**src/design/bmh_pkg.sv**
```systemverilog
// constants for the bus mastership handshake block
package bmh_pkg;

    // times in tenths of a processor clock; mclk is the processor clock
    localparam int ARB_MIN_X10 = 15;
    localparam int ARB_MAX_X10 = 35;
    localparam int STB_DRV_X10 = 15;
    localparam int FC_DRV_X10  = 10;
    localparam int REQ_WIN_X10 = 15;

    localparam int CNT_W = 3;

    // least times round up, longest times round down
    localparam logic [CNT_W-1:0] ARB_MIN_CYC = CNT_W'((ARB_MIN_X10 + 9) / 10);
    localparam logic [CNT_W-1:0] ARB_MAX_CYC = CNT_W'(ARB_MAX_X10 / 10);
    localparam logic [CNT_W-1:0] STB_CYC     = CNT_W'((STB_DRV_X10 + 9) / 10);
    localparam logic [CNT_W-1:0] FC_CYC      = CNT_W'((FC_DRV_X10 + 9) / 10);
    localparam logic [CNT_W-1:0] REQ_WIN_CYC = CNT_W'(REQ_WIN_X10 / 10);
    // input sampling plus state register latency
    localparam logic [CNT_W-1:0] PIPE_CYC    = 3'h2;
    localparam logic [CNT_W-1:0] CNT_ZERO    = 3'h0;
    localparam logic [CNT_W-1:0] CNT_ONE     = 3'h1;

    // sampled input vector layout
    localparam int SMP_W     = 8;
    localparam int SMP_REQ   = 7;
    localparam int SMP_ACK   = 6;
    localparam int SMP_BUS_ERROR_N  = 5;
    localparam int SMP_TRANSFER_ACK_N = 4;
    localparam int SMP_IPL_H = 3;
    localparam int SMP_IPL_L = 1;
    localparam int SMP_VPA   = 0;
    localparam logic [SMP_W-1:0] SMP_RST = 8'hFF;

    typedef enum logic [1:0] {
        BMH_OWN,
        BMH_GRANT,
        BMH_ALT,
        BMH_BACK
    } bmh_state_t;

endpackage

```
**src/design/bmh_arbiter.sv**
```systemverilog
// bus mastership handshake: grant, release and retake of the bus
// Summary of operation
// - grant follows a bus request after 1.5 to 3.5 clocks
// - grant withdrawn 1.5 to 3.5 clocks after request negates
// - grant withdrawn 1.5 to 3.5 clocks after grant acknowledge asserts
// - request held past that window may bring the grant back
// - strobes and read/write undriven 1.5 clocks after acknowledge negates
// - function code and memory valid undriven 1 clock after acknowledge ends
// - request dropped unacknowledged: strobes undriven at least 1.5 clocks
// - request dropped unacknowledged: function code undriven at least 1 clock
// - request dropped before acknowledge: negate grant, retake the bus
// - request, acknowledge and status inputs sampled each clock
`timescale 1ns/10ps

module bmh_arbiter (
    // clock and reset
    input  wire logic        mclk,
    input  wire logic        rst_b,
    // arbitration pins
    input  wire logic        bus_request_n,
    input  wire logic        grant_ack_n,
    output logic             bus_grant_n,
    // status pins
    input  wire logic        bus_error_n,
    input  wire logic        transfer_ack_n,
    input  wire logic [2:0]  interrupt_level_n,
    input  wire logic        valid_periph_addr_n,
    // core side
    input  wire logic        cycle_active,
    output logic             bus_avail,
    output logic             bus_error_s_n,
    output logic             transfer_ack_s_n,
    output logic [2:0]       interrupt_level_s_n,
    output logic             valid_periph_addr_s_n,
    // drive enables, high while this end drives
    output logic             bus_ctl_oe,
    output logic             fc_vma_oe
);

    logic [bmh_pkg::SMP_W-1:0] smp;
    logic                      s_req_n;
    logic                      s_ack_n;

    bmh_sampler u_sampler (
        .mclk  (mclk),
        .rst_b (rst_b),
        .pins  ({bus_request_n, grant_ack_n, bus_error_n, transfer_ack_n,
                 interrupt_level_n, valid_periph_addr_n}),
        .smp   (smp)
    );

    assign s_req_n               = smp[bmh_pkg::SMP_REQ];
    assign s_ack_n               = smp[bmh_pkg::SMP_ACK];
    assign bus_error_s_n         = smp[bmh_pkg::SMP_BUS_ERROR_N];
    assign transfer_ack_s_n      = smp[bmh_pkg::SMP_TRANSFER_ACK_N];
    assign interrupt_level_s_n   = smp[bmh_pkg::SMP_IPL_H:bmh_pkg::SMP_IPL_L];
    assign valid_periph_addr_s_n = smp[bmh_pkg::SMP_VPA];

    bmh_pkg::bmh_state_t             st;
    bmh_pkg::bmh_state_t             next_st;
    logic [bmh_pkg::CNT_W-1:0]       cnt;
    logic [bmh_pkg::CNT_W-1:0]       next_cnt;
    logic                            fin;
    logic                            next_fin;
    logic                            next_bus_grant_n;
    logic                            next_bus_ctl_oe;
    logic                            next_fc_vma_oe;
    logic                            regrant;

    // core may start a cycle only while this end owns the bus
    assign bus_avail = (st == bmh_pkg::BMH_OWN);

    always_comb begin
        next_st  = st;
        next_cnt = cnt;
        next_fin = fin;
        unique case (st)
            bmh_pkg::BMH_OWN: begin
                next_fin = cycle_active;
                next_cnt = bmh_pkg::CNT_ZERO;
                if (!s_req_n) begin
                    next_st = bmh_pkg::BMH_GRANT;
                end
            end
            bmh_pkg::BMH_GRANT: begin
                // a running cycle finishes, none may start
                next_fin = fin & cycle_active;
                next_cnt = bmh_pkg::CNT_ZERO;
                if (!s_ack_n) begin
                    next_st = bmh_pkg::BMH_ALT;
                end else if (s_req_n) begin
                    next_st = bmh_pkg::BMH_BACK;
                end
            end
            bmh_pkg::BMH_ALT: begin
                next_fin = 1'b0;
                if (s_ack_n) begin
                    next_st  = bmh_pkg::BMH_BACK;
                    next_cnt = bmh_pkg::CNT_ZERO;
                end else if (s_req_n) begin
                    next_cnt = bmh_pkg::CNT_ZERO;
                end else if (cnt < bmh_pkg::REQ_WIN_CYC + bmh_pkg::PIPE_CYC) begin
                    // count a request held past acknowledge
                    next_cnt = cnt + bmh_pkg::CNT_ONE;
                end
            end
            bmh_pkg::BMH_BACK: begin
                next_fin = 1'b0;
                // hold off driving before taking the bus back
                if (cnt < bmh_pkg::STB_CYC) begin
                    next_cnt = cnt + bmh_pkg::CNT_ONE;
                end else begin
                    next_st  = bmh_pkg::BMH_OWN;
                    next_cnt = bmh_pkg::CNT_ZERO;
                end
            end
        endcase
    end

    // window is widened by the pipeline so a timely drop never regrants
    assign regrant = (next_st == bmh_pkg::BMH_ALT) && !s_req_n &&
                     (next_cnt == bmh_pkg::REQ_WIN_CYC + bmh_pkg::PIPE_CYC);

    always_comb begin
        next_bus_grant_n = !((next_st == bmh_pkg::BMH_GRANT) || regrant);
        // strobes stay off through the whole recovery
        next_bus_ctl_oe  = (next_st == bmh_pkg::BMH_OWN) ||
                           ((next_st == bmh_pkg::BMH_GRANT) && next_fin);
        // function code returns two clocks earlier
        next_fc_vma_oe   = next_bus_ctl_oe ||
                           ((next_st == bmh_pkg::BMH_BACK) &&
                            (next_cnt >= bmh_pkg::FC_CYC));
    end

    always_ff @(posedge mclk or negedge rst_b) begin
        if (!rst_b) begin
            st          <= bmh_pkg::BMH_OWN;
            cnt         <= bmh_pkg::CNT_ZERO;
            fin         <= 1'b0;
            bus_grant_n <= 1'b1;
            bus_ctl_oe  <= 1'b1;
            fc_vma_oe   <= 1'b1;
        end else begin
            st          <= next_st;
            cnt         <= next_cnt;
            fin         <= next_fin;
            bus_grant_n <= next_bus_grant_n;
            bus_ctl_oe  <= next_bus_ctl_oe;
            fc_vma_oe   <= next_fc_vma_oe;
        end
    end
endmodule

```
**src/design/bmh_sampler.sv**
```systemverilog
// input sampling stage for the arbitration and bus status pins
`timescale 1ns/10ps

module bmh_sampler (
    // clock and reset
    input  wire logic                           mclk,
    input  wire logic                           rst_b,
    // raw pins
    input  wire logic [bmh_pkg::SMP_W-1:0]      pins,
    // captured values
    output logic      [bmh_pkg::SMP_W-1:0]      smp
);

    logic [bmh_pkg::SMP_W-1:0] next_smp;

    always_comb begin
        next_smp = pins;
    end

    always_ff @(posedge mclk or negedge rst_b) begin
        if (!rst_b) begin
            smp <= bmh_pkg::SMP_RST;
        end else begin
            smp <= next_smp;
        end
    end
endmodule

```
**config.mk**
```make
export PLATFORM = sky130hd
export DESIGN_NAME = bmh_arbiter
export DESIGN_NICKNAME = d
export VERILOG_FILES = /design/src/design/bmh_pkg.sv /design/src/design/bmh_arbiter.sv /design/src/design/bmh_sampler.sv
export SDC_FILE = /design/constraint.sdc
export NUM_CORES = 1
export LEC_CHECK = 0
export BUFFER_PORTS_ARGS = -buffer_cell sky130_fd_sc_hd__buf_2
export CORE_ASPECT_RATIO = 1.1
export CORE_UTILIZATION = 44
export CTS_CLUSTER_DIAMETER = 40
export DETAILED_ROUTE_END_ITERATION = 7
export PLACE_DENSITY = 0.72
export SLEW_MARGIN = 20
export SYNTH_ARGS = -nofsm -noshare
export SYNTH_HDL_FRONTEND = slang
export SYNTH_SLANG_ARGS = --single-unit
```
**constraint.sdc**
```tcl
create_clock -name mclk -period 1.5 [get_ports mclk]
set_clock_uncertainty 0.15 [all_clocks]
set_input_delay 0.075 -clock mclk [delete_from_list [all_inputs] [get_ports mclk]]
set_output_delay 0.075 -clock mclk [all_outputs]
set_load 0.005 [all_outputs]
```
**Yosys cells after proc, flatten, opt, wreduce, memory -nomap -nowiden**

Index checks and enable logic that the tools add are counted.

- Bits in registers: 17
- Bits of input ports: 11
- Output and inout bits: 10
- Logic and storage cells: 44

- $add $sub $neg: 1
- Order comparisons: 3
- Eq/ne operators: 7
- Muxes and demuxes: 12
- Bitwise operators: 1
- Reductions and logical operators: 13

Operators with widths:

| cell | count |
|---|---|
| two-way mux 3 bit | 4 |
| two-way mux 2 bit | 5 |
| one-hot mux 3 bit (3 select lines) | 1 |
| == test 2 bit, second input constant | 4 |
| one-hot mux 2 bit (4 select lines) | 1 |
| < comparator 3 x 2 -> 1 bit, second input constant | 2 |
| == test 2 x 1 -> 1 bit, second input constant | 2 |
| logical AND 1 bit | 4 |
| logical NOT 2 bit | 2 |
| OR reduction 2 bit | 2 |
| adder 3 x 1 -> 3 bit, second input constant | 1 |
| == test 3 x 2 -> 1 bit, second input constant | 1 |
| >= comparator 3 x 1 -> 1 bit, second input constant | 1 |
| logical OR 1 bit | 3 |
| one-hot mux 1 bit (3 select lines) | 1 |
| logical NOT 1 bit | 2 |
| AND 1 bit | 1 |

**Logic depth before layout (Yosys ltp)**

- Word-level depth: 9
- Mapped depth: 5

**By module**

A second synthesis with hierarchy kept.

- Cell total of the unflattened synthesis: 57
- Area total of the unflattened synthesis: 723.2 µm²

Modules (own cells, without submodules):

| module | instances | cells an instance | area each (µm²) | seq. area each (µm²) |
|---|---|---|---|---|
| bmh_arbiter | 1 | 49 | 513.0 | 229.0 |
| bmh_sampler | 1 | 8 | 210.2 | 210.2 |

**Worst setup path after synthesis**

OpenSTA, ideal clock, no wires.

- Path type: register to register
- Start: register cnt[0] in the netlist's numbering
- End: register bus_grant_n
- Setup time: 0.077 ns
- Arrival: 1.283 ns
- Required time: 1.273 ns
- Path slack: -0.010 ns
- Cell stages (with the launch flop): 5
- Cell sequence: dfrtp_1 ha_1 a2111oi_0 o211ai_1 a21bo_1

- Longest elaborated chain between the ends: 9

RTL lines:

| item | RTL line | source |
|---|---|---|
| start, declared | bmh_arbiter.sv:61 | `logic [bmh_pkg::CNT_W-1:0] cnt;` |
| start signal, assigned | bmh_arbiter.sv:138 | `cnt <= bmh_pkg::CNT_ZERO;` |
| start signal, assigned | bmh_arbiter.sv:145 | `cnt <= next_cnt;` |
| adder 3 x 1 -> 3 bit / < comparator 3 x 2 -> 1 bit (equally long branches) | bmh_arbiter.sv:104, bmh_arbiter.sv:111, bmh_arbiter.sv:102 |  |
| two-way mux 3 bit | bmh_arbiter.sv:102 | `end else if (cnt < bmh_pkg::REQ_WIN_CYC + bmh_pkg::PIPE_CYC) begin` |
| two-way mux 3 bit | bmh_arbiter.sv:100 | `end else if (s_req_n) begin` |
| two-way mux 3 bit | bmh_arbiter.sv:97 | `if (s_ack_n) begin` |
| one-hot mux 3 bit (3 select lines) | bmh_arbiter.sv:77 | `unique case (st)` |
| == test 3 x 2 -> 1 bit | bmh_arbiter.sv:122 | `(next_cnt == bmh_pkg::REQ_WIN_CYC + bmh_pkg::PIPE_CYC);` |
| logical AND 1 bit | bmh_arbiter.sv:121 | `assign regrant = (next_st == bmh_pkg::BMH_ALT) && !s_req_n &&` |
| logical OR 1 bit (*) | bmh_arbiter.sv:125 | `next_bus_grant_n = !((next_st == bmh_pkg::BMH_GRANT) \|\| regrant);` |
| logical NOT 1 bit (*) | bmh_arbiter.sv:125 |  |
| net next_bus_grant_n | bmh_arbiter.sv:65 | `logic next_bus_grant_n;` |
| end signal, assigned | bmh_arbiter.sv:147 | `bus_grant_n <= next_bus_grant_n;` |
| end, declared | bmh_arbiter.sv:22 | `output logic bus_grant_n,` |

Mark *: on every way through the listed nets, which the timed path passes. The rest lies on a longest branch.

**Final worst setup path**

- Start: register st[0]
- End: register fc_vma_oe

- Longest elaborated chain between the ends: 7

RTL lines:

| item | RTL line | source |
|---|---|---|
| start, declared | bmh_arbiter.sv:59 | `bmh_pkg::bmh_state_t st;` |
| start signal, assigned | bmh_arbiter.sv:137 | `st <= bmh_pkg::BMH_OWN;` |
| start signal, assigned | bmh_arbiter.sv:144 | `st <= next_st;` |
| branches (longest 6 deep; another with >= comparator 3 x 1 -> 1 bit) | n/a |  |
| logical OR 1 bit (*) | bmh_arbiter.sv:130 | `next_fc_vma_oe = next_bus_ctl_oe \|\|` |
| net next_fc_vma_oe | bmh_arbiter.sv:67 | `logic next_fc_vma_oe;` |
| end signal, assigned | bmh_arbiter.sv:149 | `fc_vma_oe <= next_fc_vma_oe;` |
| end, declared | bmh_arbiter.sv:37 | `output logic fc_vma_oe` |

Mark *: on every way through the listed nets, which the timed path passes.

==> results.sh <==
export IMPL_cts_path_max_buffers=2
export IMPL_start_kind="register"
export IMPL_antenna_found_initial=0
export IMPL_wirelength_um=1720
export IMPL_cp_common_cell="a211oi_2"
export IMPL_ios=21
export IMPL_max_cap_viol_count=0
export IMPL_cp_top_family="simple AND/OR/NAND/NOR gates"
export IMPL_worst_skew_pair_late_latency_ns=0.29
export IMPL_ys_seq_elements=17
export IMPL_areaGrowthSynthToFinish_pct=45.1
export IMPL_yosys_warnings=0
export IMPL_grt_pass1_wl_um=2820
export IMPL_worstPathArrival_ns=1.61
export IMPL_crit_buf_inv=1
export IMPL_filler_cell_count=110
export IMPL_cts_buffers=3
export IMPL_start_util=0.484
export IMPL_crit_path_top_delay_cell="or3_4"
export IMPL_nets=125
export IMPL_vias_per_cell=5.18
export IMPL_die_x_um=41.9
export IMPL_drc=0
export IMPL_setup_viol=2
export IMPL_status="finished, violations left"
export IMPL_placed_cells=115
export IMPL_seq_area_um2=442
export IMPL_max_slew_margin_rel=0.752
export IMPL_grt_pass1_vias=656
export IMPL_violations="negative setup slack"
export IMPL_dp_hpwl_um=1120
export IMPL_ant_nets=0
export IMPL_antenna_cells=0
export IMPL_final_cell_mix="buf_2, dfstp_2, dlygate4sd3_1, buf_4, nor2_1"
export IMPL_globalplace_congestion=0.808
export IMPL_leakagePower_nw=0.531
export IMPL_synth_cell_type_count=31
export IMPL_hold_violations=0
export IMPL_hp_class="in -> async"
export IMPL_period_share=1.02
export IMPL_stdcell_area_mm2=0.00112
export IMPL_die_area_mm2=0.00193
export IMPL_multiInputGateArea_um2=313
export IMPL_cp_data_required_time_ns=1.57
export IMPL_period_minus_slack_ns=1.54
export IMPL_syn_cell_area_um2=772
export IMPL_synth_seq_area_share=0.569
export IMPL_layout_commonest_cell="buf_2"
export IMPL_via_count=668
export IMPL_h_tree_depth=1
export IMPL_slowest_delay_ns=0.40
export IMPL_mappedNetlistNets=83
export IMPL_grt_usage=0.204
export IMPL_die_h_um=45.9
export IMPL_worst_slack_ns=-0.0350
export IMPL_row_count=15
export IMPL_dpl_instance_area_um2=952
export IMPL_core_mm2=0.00160
export IMPL_total_power_mw=1.87
export IMPL_drtPass1Iterations=4
export IMPL_path_max_fanout=2
export IMPL_power_density_mw_per_mm2=1670
export IMPL_worst_pin_slew_ns=0.371
export IMPL_crit_chain="or3_4 > a211oi_2 > buf_4 > a211oi_2 > o21bai_1"
export IMPL_grt_overflow=0
export IMPL_fmax_mhz=651
export IMPL_cts_sinks=17
export IMPL_drt_iter0_drc=12
export IMPL_layout_drive_gt1_share=0.527
export IMPL_end_kind="register"
export IMPL_vdd_drop_max_uv=871
export IMPL_finalMaxSlewViolations=0
export IMPL_clk_pin_slew_ns=0.10
export IMPL_syn_avg_cell_area_um2=10.9
export IMPL_final_cells=129
export IMPL_cts_tree="built"
export IMPL_grt_max_degree=18
export IMPL_rsz0062_at_grt="true"
export IMPL_path_class="reg -> reg"
export IMPL_synth_cells=71
export IMPL_utilization=0.702
export IMPL_routedWlPerCell_um=13.3
export IMPL_cts_root_buffer="clkbuf_4"
export IMPL_port_buffers=20
[state kept, by name, indices dropped and copies added, names as in the netlist]
signal / count
fc_vma_oe: 1
bus_grant_n: 1
u_sampler.smp: 8
st: 2
bus_ctl_oe: 1
cnt: 3
fin: 1
[final timing paths]
path | slack, ns | cells after the start | to | startpoint
max in group asynchronous | 0.82 | 2 | u_sampler.smp[4] | rst_b
setup / recovery | -0.04 | 5 | fc_vma_oe | st[0]
setup reg to reg | -0.04 | 5 | fc_vma_oe | st[0]
min in group mclk | 0.28 | 2 | u_sampler.smp[3] | interrupt_level_n[2]
hold / removal | 0.07 | 2 | cnt[1] | rst_b
hold reg to reg | 0.38 | 1 | fin | fin
[stage by stage]
| step | hold slack, ns | setup WS [ns] | setup TNS, ns |
|---|---|---|---|
| after floorplan | -0.371 | -0.00466 | -0.00784 |
| after global placement | -0.144 | -0.0916 | -0.137 |
| after detailed placement | -0.142 | -0.0941 | -0.187 |
| after CTS | 0.0747 | -0.0304 | -0.0427 |
| after global routing | 0.0960 | -0.105 | -0.215 |
| final | 0.0661 | -0.0350 | -0.0577 |
[per-layer routing]
metal | global-route usage | vias to the layer above | share of wire
met5 | 0 | - | 0
met4 | 0.0774 | 0 | 0.018
met3 | 0.0397 | 4 | 0.017
met2 | 0.394 | 10 | 0.56
met1 | 0.223 | 329 | 0.40
li1 | - | 325 | -
[logic make-up after synthesis]
| logic type | after synthesis | share of synthesized area |
|---|---|---|
| AO/OA/AOI/OAI | 18 | 0.178 |
| adder cells (fa/ha/maj) | 1 | 0.0162 |
| buffers and inverters | 10 | 0.0664 |
| flip-flops | 17 | 0.569 |
| multiplexers | 1 | 0.0146 |
| AND/OR/NAND/NOR | 24 | 0.156 |
[power by group]
group          leakage (nW)  switching (mW)  internal (mW)  total [mW]
Clock                0.0177           0.145         0.0991       0.244
Combinational         0.324           0.439          0.488       0.928
Sequential            0.188          0.0919          0.607       0.699
[cells in the mapped netlist, drive strengths merged]
master	count	share of area
mux2	1	0.015
o21bai	1	0.0097
o211ai	2	0.019
a21oi	3	0.019
nor2b	3	0.024
a32o	1	0.013
a211oi	2	0.026
inv	5	0.024
o21ai	2	0.013
or3	2	0.023
buf	5	0.042
or2	2	0.016
nor3	1	0.0065
dfrtp	6	0.19
nand2	5	0.024
ha	1	0.016
o211a	1	0.013
nor2	9	0.044
nand2b	1	0.0081
a32oi	1	0.011
a211o	1	0.011
a22oi	1	0.0097
dfstp	11	0.37
a2111oi	1	0.011
a31oi	1	0.0081
nand3b	1	0.0097
a21bo	1	0.013
[timing repair]
action	CTS	global route
setup buffers	0	0
endpoints found under the setup margin	2	4
endpoints found under the hold margin	26	0
hold buffers	10	0
resized for setup	9	2
pin swaps	4	0
[cell type report]
| class | instances | area share |
|---|---|---|
| clock buffer | 3 | 0.0201 |
| multi-input combinational | 44 | 0.279 |
| inverter | 5 | 0.0168 |
| sequential | 17 | 0.394 |
| tap | 17 | 0.0190 |
| timing repair buffer | 42 | 0.266 |
| clock inverter | 1 | 0.00447 |
Power figures use the tool's default switching activity.
